$ cat config.mk
export PLATFORM = sky130hd
export DESIGN_NAME = slice_datapath
export DESIGN_NICKNAME = d
export VERILOG_FILES = /design/src/core/slice_pkg.sv /design/src/core/slice_alu.sv /design/src/core/slice_datapath.sv
export VERILOG_INCLUDE_DIRS = /design/src /design/src/core
export SDC_FILE = /design/constraint.sdc
export NUM_CORES = 1
export LEC_CHECK = 0
export ABC_AREA = 1
export CAP_MARGIN = 25
export CORE_ASPECT_RATIO = 1.5
export CORE_MARGIN = 2
export CORE_UTILIZATION = 30
export DETAILED_ROUTE_END_ITERATION = 16
export DONT_BUFFER_PORTS = 1
export GPL_ROUTABILITY_DRIVEN = 0
export SLEW_MARGIN = 25
export SYNTH_ARGS = -nofsm -noshare
export SYNTH_HDL_FRONTEND = slang
export SYNTH_SLANG_ARGS = --single-unit
$ cat constraint.sdc
create_clock -name CLK -period 6.6 [get_ports CLK]
set_clock_uncertainty 0.15 [all_clocks]
set_input_delay 1.32 -clock CLK [delete_from_list [all_inputs] [get_ports CLK]]
set_output_delay 1.32 -clock CLK [all_outputs]
set_load 0.02 [all_outputs]
$ cat src/core/slice_defines.svh
// Constants for the bit-slice decrement and AND datapath.
// Assumes inclusion by the package and by the datapath modules.
`ifndef SLICE_DEFINES_SVH
`define SLICE_DEFINES_SVH
`define SLICE_WIDTH       8
`define SCRATCH_COUNT     10
`define SCRATCH_IDX_W     4
`define WORK_RESET        8'h00
`define SCRATCH_RESET     8'h00
`define ADDR_RESET        8'h00
`define FUNC_W            3
`define FUNC_NOP          3'h0
`define FUNC_WORK_DEC     3'h1
`define FUNC_LOAD_INPUT   3'h2
`define FUNC_SCRATCH_DEC  3'h3
`define FUNC_AND_REG      3'h4
`define FUNC_AND_INPUT    3'h5
`define DEST_ACC          1'b0
`define DEST_TEMP         1'b1
`endif

$ cat src/core/slice_pkg.sv
// Types shared by the bit-slice datapath files.
// Assumes the defines header sits beside it.
`include "slice_defines.svh"
package slice_pkg;
  typedef logic [`SLICE_WIDTH-1:0] word_t;

  // One microinstruction as presented to the slice each cycle.
  typedef struct packed {
    logic [`FUNC_W-1:0]        func;
    logic                      dest_temp;
    logic [`SCRATCH_IDX_W-1:0] scratch_sel;
    logic                      mask_given;
    word_t                     mask;
    logic                      force_carry_zero;
  } micro_t;

  // Result of the arithmetic unit.
  typedef struct packed {
    word_t value;
    logic  carry;
  } alu_out_t;
endpackage

$ cat src/core/slice_alu.sv
// Combinational arithmetic unit of the slice: decrement and masked AND.
// Assumes its operands are stable within the cycle; it holds no state.
`timescale 1ns/1ps
`include "slice_defines.svh"
module slice_alu
  import slice_pkg::*;
(
  input  wire logic     do_and,
  input  wire word_t    operand_a,
  input  wire word_t    operand_b,
  input  wire word_t    mask_term,
  input  wire logic     carry_in,
  output alu_out_t      result
);
  // The decrement is A plus all ones plus carry-in; with carry forced low the
  // sum is A minus one, wrapping, and the carry is high unless A was zero.
  logic [`SLICE_WIDTH:0] sum;
  word_t                 and_value;

  assign sum       = {1'b0, operand_a} + {1'b0, mask_term} +
                     {{`SLICE_WIDTH{1'b0}}, carry_in};
  assign and_value = operand_a & operand_b & mask_term;
  // AND reports carry as the OR of the bits of the masked result, a logical carry.
  assign result = do_and ? {and_value, |and_value} :
                           {sum[`SLICE_WIDTH-1:0], sum[`SLICE_WIDTH]};
endmodule

$ cat src/core/slice_datapath.sv
// Decrement and AND datapath of one bit-slice processing element.
// Assumes the microinstruction and input bus come from logic on CLK.
//
// Behaviour
// - Work decrement subtracts one from work or temp register, writes it back there.
// - Input decrement stores input bus minus one in work or temp register, carry out.
// - Scratch decrement writes entry minus one to entry and address latch.
// - AND combines two sources bitwise and stores result in destination.
// - An optional mask value also enters the AND, masking the result.
// - Register AND combines work register, scratch entry, optional mask; result to entry.
`timescale 1ns/1ps
`include "slice_defines.svh"
module slice_datapath
  import slice_pkg::*;
#(
  parameter int SCRATCH_COUNT = `SCRATCH_COUNT
)
(
  input  wire logic     CLK,
  input  wire logic     ARST_N,
  input  wire micro_t   MICRO,
  input  wire word_t    INPUT_BUS,
  output word_t         PRIMARY_WORK_REGISTER,
  output word_t         TEMP_REGISTER,
  output word_t         MEMORY_ADDRESS_LATCH,
  output word_t         SCRATCH_READ,
  output logic          CARRY_OUTPUT
);
  // The slice takes one microinstruction on each rising edge of CLK and shows every result
  // straight after that edge. Operations may follow each other on every cycle with no idle
  // cycle between them, because each operand is read from the registers as they stand before
  // the edge. The microinstruction and the input bus come from logic on the same clock, so
  // they are read directly with no synchroniser in front of them.

  // Registers held by the slice.
  word_t                     acc;
  word_t                     temp;
  word_t                     addr_latch;
  word_t                     scratch [SCRATCH_COUNT];
  logic                      carry;

  // Combinational decode and datapath wires.
  alu_out_t                  alu_res;
  word_t                     work_sel;
  word_t                     scratch_val;
  word_t                     op_a;
  word_t                     op_b;
  word_t                     mask_term;
  logic                      do_and;
  logic                      write_work;
  logic                      write_scratch;
  logic                      write_addr;
  logic                      update_carry;
  logic                      sel_ok;

  // One-hot operation decode and next values of the registers.
  logic                      is_nop;
  logic                      is_work_dec;
  logic                      is_load_input;
  logic                      is_scratch_dec;
  logic                      is_and_reg;
  logic                      is_and_input;
  logic                      dest_is_temp;
  logic                      write_acc;
  logic                      write_temp;
  logic                      alu_carry_in;
  word_t                     full_mask;
  word_t                     next_acc;
  word_t                     next_temp;
  word_t                     next_entry;
  word_t                     next_addr;
  logic                      next_carry;

  // Compares the function field with one code. Every decode goes through this one place,
  // so a wider field or a recoded operation changes a single definition and cannot leave
  // one of the decode wires behind.
  function automatic logic func_is(input logic [`FUNC_W-1:0] code,
                                   input logic [`FUNC_W-1:0] want);
    return code == want;
  endfunction

  // Tells whether a selector names an entry that exists. The selector field has more codes than
  // the file has entries, so the spare codes must be caught before they index the array; both
  // the read view and the write enable rely on it.
  function automatic logic entry_exists(input logic [`SCRATCH_IDX_W-1:0] idx);
    return 32'(idx) < SCRATCH_COUNT;
  endfunction

  // One wire per operation. Codes 6 and 7 match none of them, so they write no register;
  // they still refresh the carry from the decrement path, which microcode must not rely on.
  assign is_nop         = func_is(MICRO.func, `FUNC_NOP);
  assign is_work_dec    = func_is(MICRO.func, `FUNC_WORK_DEC);
  assign is_load_input  = func_is(MICRO.func, `FUNC_LOAD_INPUT);
  assign is_scratch_dec = func_is(MICRO.func, `FUNC_SCRATCH_DEC);
  assign is_and_reg     = func_is(MICRO.func, `FUNC_AND_REG);
  assign is_and_input   = func_is(MICRO.func, `FUNC_AND_INPUT);
  assign dest_is_temp   = MICRO.dest_temp == `DEST_TEMP;
  assign do_and         = is_and_reg || is_and_input;

  // Read side of the scratch file and of the work pair. An out-of-range selector reads as
  // zero rather than as whatever the array model returns for a missing entry.
  assign sel_ok      = entry_exists(MICRO.scratch_sel);
  assign scratch_val = sel_ok ? scratch[MICRO.scratch_sel] : '0;
  assign work_sel    = dest_is_temp ? temp : acc;

  // The sequencer is trusted to send all ones and carry zero for a decrement; the mask is
  // used as given there so that a slip in microcode shows up in the result rather than
  // hiding. An AND with no mask supplied behaves as if an all-ones mask had been given,
  // so the mask field may hold anything while the mask flag is low.
  assign full_mask    = {`SLICE_WIDTH{1'b1}};
  assign mask_term    = (do_and && !MICRO.mask_given) ? full_mask : MICRO.mask;
  assign alu_carry_in = ~MICRO.force_carry_zero;

  // Operand A is the value being decremented, or the work register for either AND.
  // Operand B is only read by the AND forms: the scratch entry or the input bus.
  // A decrement never reads operand B, so its choice there does not matter.
  assign op_a = is_load_input  ? INPUT_BUS   :
                is_scratch_dec ? scratch_val :
                do_and         ? acc         :
                                 work_sel;
  assign op_b = is_and_reg ? scratch_val : INPUT_BUS;

  // Write enables. The work pair shares one enable split by the destination bit, so a
  // single microinstruction can never write both registers. A scratch write past the end
  // of the file is dropped, while the address latch still takes the result.
  assign write_work    = is_work_dec || is_load_input || is_and_input;
  assign write_acc     = write_work && !dest_is_temp;
  assign write_temp    = write_work && dest_is_temp;
  assign write_scratch = sel_ok && (is_scratch_dec || is_and_reg);
  assign write_addr    = is_scratch_dec;
  assign update_carry  = !is_nop;

  // Arithmetic unit; it is purely combinational, so every result lands on the edge that
  // takes the microinstruction. The carry-in is the inverse of the force-zero flag, so a
  // decrement is operand plus all ones with no carry.
  slice_alu alu (
    .do_and    (do_and),
    .operand_a (op_a),
    .operand_b (op_b),
    .mask_term (mask_term),
    .carry_in  (alu_carry_in),
    .result    (alu_res)
  );

  // Next values. The work pair, the latch and the carry each either take the unit's result or keep their own value,
  // which keeps their clocked processes below down to a reset and a copy; the scratch file is written through its enable.
  assign next_acc   = write_acc ? alu_res.value : acc;
  assign next_temp  = write_temp ? alu_res.value : temp;
  assign next_entry = alu_res.value;
  assign next_addr  = write_addr ? alu_res.value : addr_latch;
  assign next_carry = update_carry ? alu_res.carry : carry;

  // Work register.
  always_ff @(posedge CLK or negedge ARST_N) begin
    if (!ARST_N) begin
      acc <= `WORK_RESET;
    end else begin
      acc <= next_acc;
    end
  end

  // Temporary register; it shares the reset value of the work register.
  always_ff @(posedge CLK or negedge ARST_N) begin
    if (!ARST_N) begin
      temp <= `WORK_RESET;
    end else begin
      temp <= next_temp;
    end
  end

  // Scratch file. Only the addressed entry is written, so the file needs no next value
  // for each entry; the enable already excludes selectors past the end.
  always_ff @(posedge CLK or negedge ARST_N) begin
    if (!ARST_N) begin
      for (int i = 0; i < SCRATCH_COUNT; i++) begin
        scratch[i] <= `SCRATCH_RESET;
      end
    end else if (write_scratch) begin
      scratch[MICRO.scratch_sel] <= next_entry;
    end
  end

  // Memory address latch; it follows only the scratch decrement.
  always_ff @(posedge CLK or negedge ARST_N) begin
    if (!ARST_N) begin
      addr_latch <= `ADDR_RESET;
    end else begin
      addr_latch <= next_addr;
    end
  end

  // Carry flag; a no-op leaves it standing so that microcode can test it later.
  always_ff @(posedge CLK or negedge ARST_N) begin
    if (!ARST_N) begin
      carry <= 1'b0;
    end else begin
      carry <= next_carry;
    end
  end

  // Outputs. The scratch view is combinational: it follows the selector within the cycle,
  // so the sequencer can read an entry without spending an operation on it.
  assign PRIMARY_WORK_REGISTER = acc;
  assign TEMP_REGISTER         = temp;
  assign MEMORY_ADDRESS_LATCH  = addr_latch;
  assign SCRATCH_READ          = scratch_val; // Combinational view of the selected entry.
  assign CARRY_OUTPUT          = carry;
endmodule

Word level (Yosys, flattened, before mapping) --
Index checks and enable logic that the tools add are counted.
Storage, ports and cells: register bits after elaboration 105, output and inout port bits 33, logic and storage cells 55
Cells by class: $add $sub $neg 2, order comparisons 3, equality and inequality tests 5, muxes and demuxes 14, bitwise operators 4, reductions and logical operators 13
Operator list (number):
- 80-bit bitwise mux | 1
- 8-bit 2-to-1 mux | 10
- 8-bit binary-select mux with 4-bit select | 1
- 8-bit demux with 4-bit select | 1
- 8-bit bitwise AND | 2
- 8-bit by 8-bit adder with 9-bit output | 1
- 9-bit by 1-bit adder with 9-bit output | 1
- 9-bit 2-to-1 mux | 1
- 8-bit OR reduction | 1
- 3-bit by 2-bit equality test with 1-bit output (second input constant) | 2
- 3-bit equality test (second input constant) | 2
- 5-bit greater-or-equal comparator (second input constant) | 1
- 1-bit logical AND | 5
- 5-bit by 1-bit < comparator with 1-bit output (second input constant) | 1
- 4-bit inverter with 5-bit output | 1
- 1-bit logical OR | 4
- 4-bit < comparator (second input constant) | 1
- 3-bit by 1-bit equality test with 1-bit output (second input constant) | 1
- 3-bit zero test | 1
- 1-bit zero test | 2
- 1-bit inverter | 1

Longest topological paths before layout --
depth after elaboration 12, depth in mapped cells 26, mapped depth without buffers 25

By module --
Synthesis repeated with hierarchy kept, for this count alone.
Second synthesis, totals: cells, all modules 827, area total of the unflattened synthesis 5776.8 sq um
Modules (own cells, without submodules):
- slice_datapath | times used 1, cells an instance 729, area each 5230.0 sq um, sequential area each 2627.5 sq um
- slice_alu | times used 1, cells an instance 98, area each 546.8 sq um, sequential area each 0.0 sq um

Worst setup path after synthesis --
OpenSTA, ideal clock, no wires.
path kind input to register, start input port MICRO[11] (netlist name), end register scratch[78] (netlist name), library setup time 0.076 ns, arrival 4.173 ns, required time 6.374 ns, setup slack 2.200 ns, cell stages on the path 21, buffers on the path 3, cells stage by stage buf_4 > inv_2 > buf_2 > nand2_1 > nand2_1 > nand2_1 > nand3_1 > nand2_1 > a21boi_0 > fa_1 > fa_1 > nand3_1 > nand3_1 > nand2_1 > nand2_1 > a21oi_1 > nor2_1 > nor3_1 > a31oi_4 > buf_6 > o21ai_1
On the way: cells in the longest elaborated chain, start to end 11, elaborated cells on any way between the ends 21, those cells by class add/sub (2); order compare (3); mux (11); bitwise (3); reduce/logical (2)
RTL lines:
- start: declaration | line slice_datapath.sv:21 | input wire micro_t MICRO,
- 4-bit inverter with 5-bit output (not written as such) | line slice_datapath.sv:103 | assign scratch_val = sel_ok ? scratch[MICRO.scratch_sel] : '0;
- 8-bit binary-select mux with 4-bit select | line slice_datapath.sv:103
- 8-bit 2-to-1 mux (not written as such) (2 in a row) | line slice_datapath.sv:103
- 8-bit 2-to-1 mux * | line slice_datapath.sv:103
- named net SCRATCH_READ[0] | line slice_datapath.sv:26 | output word_t SCRATCH_READ,
- 8-bit 2-to-1 mux * | line slice_datapath.sv:118 | is_scratch_dec ? scratch_val :
- 8-bit 2-to-1 mux * | line slice_datapath.sv:117 | assign op_a = is_load_input ? INPUT_BUS :
- 8-bit by 8-bit adder with 9-bit output * | line slice_alu.sv:20 | assign sum = {1'b0, operand_a} + {1'b0, mask_term} +
- 9-bit by 1-bit adder with 9-bit output * | line slice_alu.sv:20
- 9-bit 2-to-1 mux * | line slice_alu.sv:24 | assign result = do_and ? {and_value, |and_value} :
- 80-bit bitwise mux * | line slice_datapath.sv:179 | scratch[MICRO.scratch_sel] <= next_entry;
- end signal: indexed assignment | line slice_datapath.sv:176 | scratch[i] <= `SCRATCH_RESET;
- end signal: indexed assignment | line slice_datapath.sv:179
- end: declaration | line slice_datapath.sv:39 | word_t scratch [SCRATCH_COUNT];
Mark *: on every way through the listed nets, which the timed path passes. The rest lies on a longest branch. The select of a mux whose other input is x is not followed. A chain may end at the register's enable or synchronous reset.

Worst setup path in the final report --
start input port MICRO[15] (netlist name), end register scratch[22] (netlist name)
On the way: cells in the longest elaborated chain, start to end 9, elaborated cells on any way between the ends 19, those cells by class add/sub (2); eq/ne (4); mux (7); bitwise (2); reduce/logical (4)
RTL lines:
- 3-bit equality test | line slice_datapath.sv:79 | return code == want;
- 1-bit logical OR | line slice_datapath.sv:98 | assign do_and = is_and_reg || is_and_input;
- 8-bit 2-to-1 mux | line slice_datapath.sv:119 | do_and ? acc :
- 8-bit 2-to-1 mux | line slice_datapath.sv:118
- 8-bit 2-to-1 mux | line slice_datapath.sv:117
- 8-bit by 8-bit adder with 9-bit output / 8-bit bitwise AND (equally long branches) | line slice_alu.sv:20, slice_alu.sv:22
- 9-bit by 1-bit adder with 9-bit output / 8-bit bitwise AND (equally long branches) | line slice_alu.sv:20, slice_alu.sv:22
- 9-bit 2-to-1 mux | line slice_alu.sv:24
- 80-bit bitwise mux | line slice_datapath.sv:179
Parallel ways exist; a longest one is shown, timed or not.

==> metrics <==
largest family of logic cells by synthesized area=simple AND/OR/NAND/NOR gates; first-pass GRT wire length=26.54 mm; Syn Inst Count=around 790; post-layout util=about a third; fin crit share=70.33%; Routed Wire Length=between 15 and 20 mm; width of the chip=~120 µm; Final #Nets=799; post-layout minimum cycle time=about 4.6 ns; CP Launch Type=input port; crit path max-delay cell type=a31oi_4; relative slew slack=between 20% and 30%; diodes inserted=0; Hold Vio Cnt, Final=0; antenna violations before repair=0; total grt overflow=0; Crit Path Category=input port to flop; pin count of the biggest net entering global routing=~110; mux cell area share after synthesis=0%; Post-synth EDFFs=0; GR peak layer=met2; grt met2 use=just under 30%; sequential area share after synthesis=between 40% and 50%; worst-margin pin slew=between 1 and 1.5 ns; GR Util met1=around a fifth; crit end category=flop; Yosys warning count=0; CP max FO=22; num rows=63; post-route design area=~6400 µm²; drt initial violations=between 300 and 400; most instantiated cells after synthesis=nand2_1 (318), dfrtp_1 (105), o21ai_2 (48), inv_1 (44); Num CTS Buffers=9; CTS tree=built; DRT antenna net count=0; Pins Over Slew Limit=0; Hold Crit Class=flop to flop; synth top area cells=dfrtp_1 (44%), nand2_1 (20%), o21ai_2 (7.0%); Leak Pwr=0.003085 µW; Final Power=between 2000 and 2500 µW; RSZ-0062 raised after global routing=false; setup TNS=0 ns; CTS sink cnt=~110; DRT Pass-1 Iters=5; hold_buf cts=0; critical path cell sequence=nor2_2 -> nand2_4 -> nand2_4 -> inv_2 -> nor2_2 -> or2_2 -> fa_1 -> fa_1 -> nand3_1 -> nand3_1 -> nand2_1 -> nand2_1 -> a21oi_1 -> inv_1 -> nor2_1 -> nor3_1 -> a31oi_4 -> o21ai_0; register bit total from synthesis=about 110; Post-Synth XOR/XNOR Area=less than 1%; count of final setup violators=0; Layout area overhead=5.539%; Post-Synth Adder-Cell Area=between 2 and 2.5%; H-tree levels=3; post-placement cell area=6106 µm²; met3 Resource Use GR=around 2%; DR vias/cell=roughly 4.8; drc violations=0; Core ar.=roughly 20000 µm²; share of cells above drive strength 1=a little over an eighth; Fmax=between 0.2 and 0.25 GHz; internal power=approximately 1300 µW; Syn Nets=826; Clock Path Buffers=2; WP data arrival=between 4 and 5 ns; Tot GR Track Use=about 16%; Worst EP required=~6.7 ns; PostCTS Resize Cnt=0; most frequent cell after synthesis=nand2_1; synthesized area=between 6000 and 7000 µm²; Synth Area in Compound Gates=16.62%; Clk pwr share=between 20% and 30%; Reg power frac=between 40% and 50%; switch share=between 40% and 50%; Sw Pwr=883.9 µW; status=finished, final reports clean; Worst-Skew Late Latency=~0.34 ns; detailed-route via count=4942; dpl hpwl=between 10 and 15 mm; vias in the first global route=4862; syn avg cell area=~7.6 µm²; Starting Density=just over 30%; proportion of netlist area held by the largest area contributor=between 40% and 50%; Yosys cell types=38; post-synth top area cell=dfrtp_1; Setup Fix Bufs, Post-CTS=0; worst IR drop on VDD=between 0.1 and 0.15 mV; Clock transition at path regs=0.06 ns; P per Cell Area=between 300 and 400 nW/µm²; Max Cap Viol=0; Top FF cell, synth=dfrtp_1; Comb pwr share=a little under a third; CTS Root Cell=clkbuf_16; input/output buffers=0; Critical Path Max Stage Delay=around 0.5 ns; Post-synth ARST share=100.0%; # IOs=between 60 and 70; die area=about 21000 µm²; WL/cell=16.20 µm; simple logic cell fraction of the synthesized area=approximately 30%; Die Span Y=177.7 µm
==> area by class of cell <==
type                            count  area, µm²
Sequential cell                   105       2628
Tap cell                          260      325.3
Clock inverter                      3      20.02
Clock buffer                       10      239.0
Multi-Input combinational cell    595       2962
Inverter                           51      191.4
Fill cell                        2127      13420
==> sequential cells by signal, indices dropped and copies added, names as in the netlist <==
name and cells:
MEMORY_ADDRESS_LATCH 8, scratch 80, CARRY_OUTPUT 1, PRIMARY_WORK_REGISTER 8, TEMP_REGISTER 8
==> power by group through the flow <==
stage                     combinational [µW]  clock (µW)  sequential, µW
after floorplan                          558           0             990
after global placement                   669           0            1040
after detailed placement                 679           0            1040
after CTS                                681         498            1030
after global routing                     762         525            1050
final                                    678         483            1030
==> layer usage <==
metal  part of all wire, %  wire length (µm)
met1                    43              7127
met5                     0                 0
met2                    51              8465
met4                   2.5               412
met3                   3.5               581
==> path summary, 6_finish.rpt <==
check,start,end,slack [ns],depth (start not counted)
max,MICRO[15],scratch[22],1.96,18
min,scratch[65],scratch[65],0.33,2
max reg2reg,scratch[40],scratch[22],2.78,20
min reg2reg,scratch[65],scratch[65],0.33,2
max in group asynchronous,ARST_N,scratch[8],5.63,0
min in group asynchronous,ARST_N,CARRY_OUTPUT,0.52,0
==> metrics by stage <==
stage | instances | setup WS [ns] | hold slack [ns]
floorplan | 789 | 2.200 | 0.3034
global placement | 1011 | 1.640 | 0.3147
detailed placement | 1011 | 1.583 | 0.3173
CTS | 1024 | 1.950 | 0.3339
global route | 1024 | 1.595 | 0.3449
finish | 1024 | 1.958 | 0.3337
==> placed cells by master (no fill, tap or decap), types with 2 or more instances in the layout <==
cell type	count
nand2_1	318
dfrtp_1	105
o21ai_2	48
inv_1	44
nor2_1	43
o21ai_1	43
o21ai_0	35
nand3_1	27
a21oi_1	13
or2_2	9
clkbuf_16	9
inv_2	7
ha_1	7
nor3_1	6
nand3_2	5
nor2_2	5
a21boi_0	4
nand4_1	4
o22ai_1	4
nand2_2	3
nor2_4	3
nand2_4	3
or2_1	3
xor2_1	2
fa_1	2
clkinvlp_4	2
==> worst max-delay path: cells and delay by family <==
kind / cells / cell delay (ns)
AO/OA/AOI/OAI: 3 / 0.82
AND/OR/NAND/NOR: 11 / 1.34
buffers and inverters: 2 / 0.33
adder cells (fa/ha/maj): 2 / 0.86
==> cells by family (layout without fill, tap and decap cells) <==
kind of cell	after synthesis	in the layout
adder cells (fa/ha/maj)	9	9
AND/OR/NAND/NOR	431	431
XOR/XNOR	3	3
AO/OA/AOI/OAI	152	152
flip-flops	105	105
buffers and inverters	89	64
Note: power is estimated with default switching activity, not from simulation.
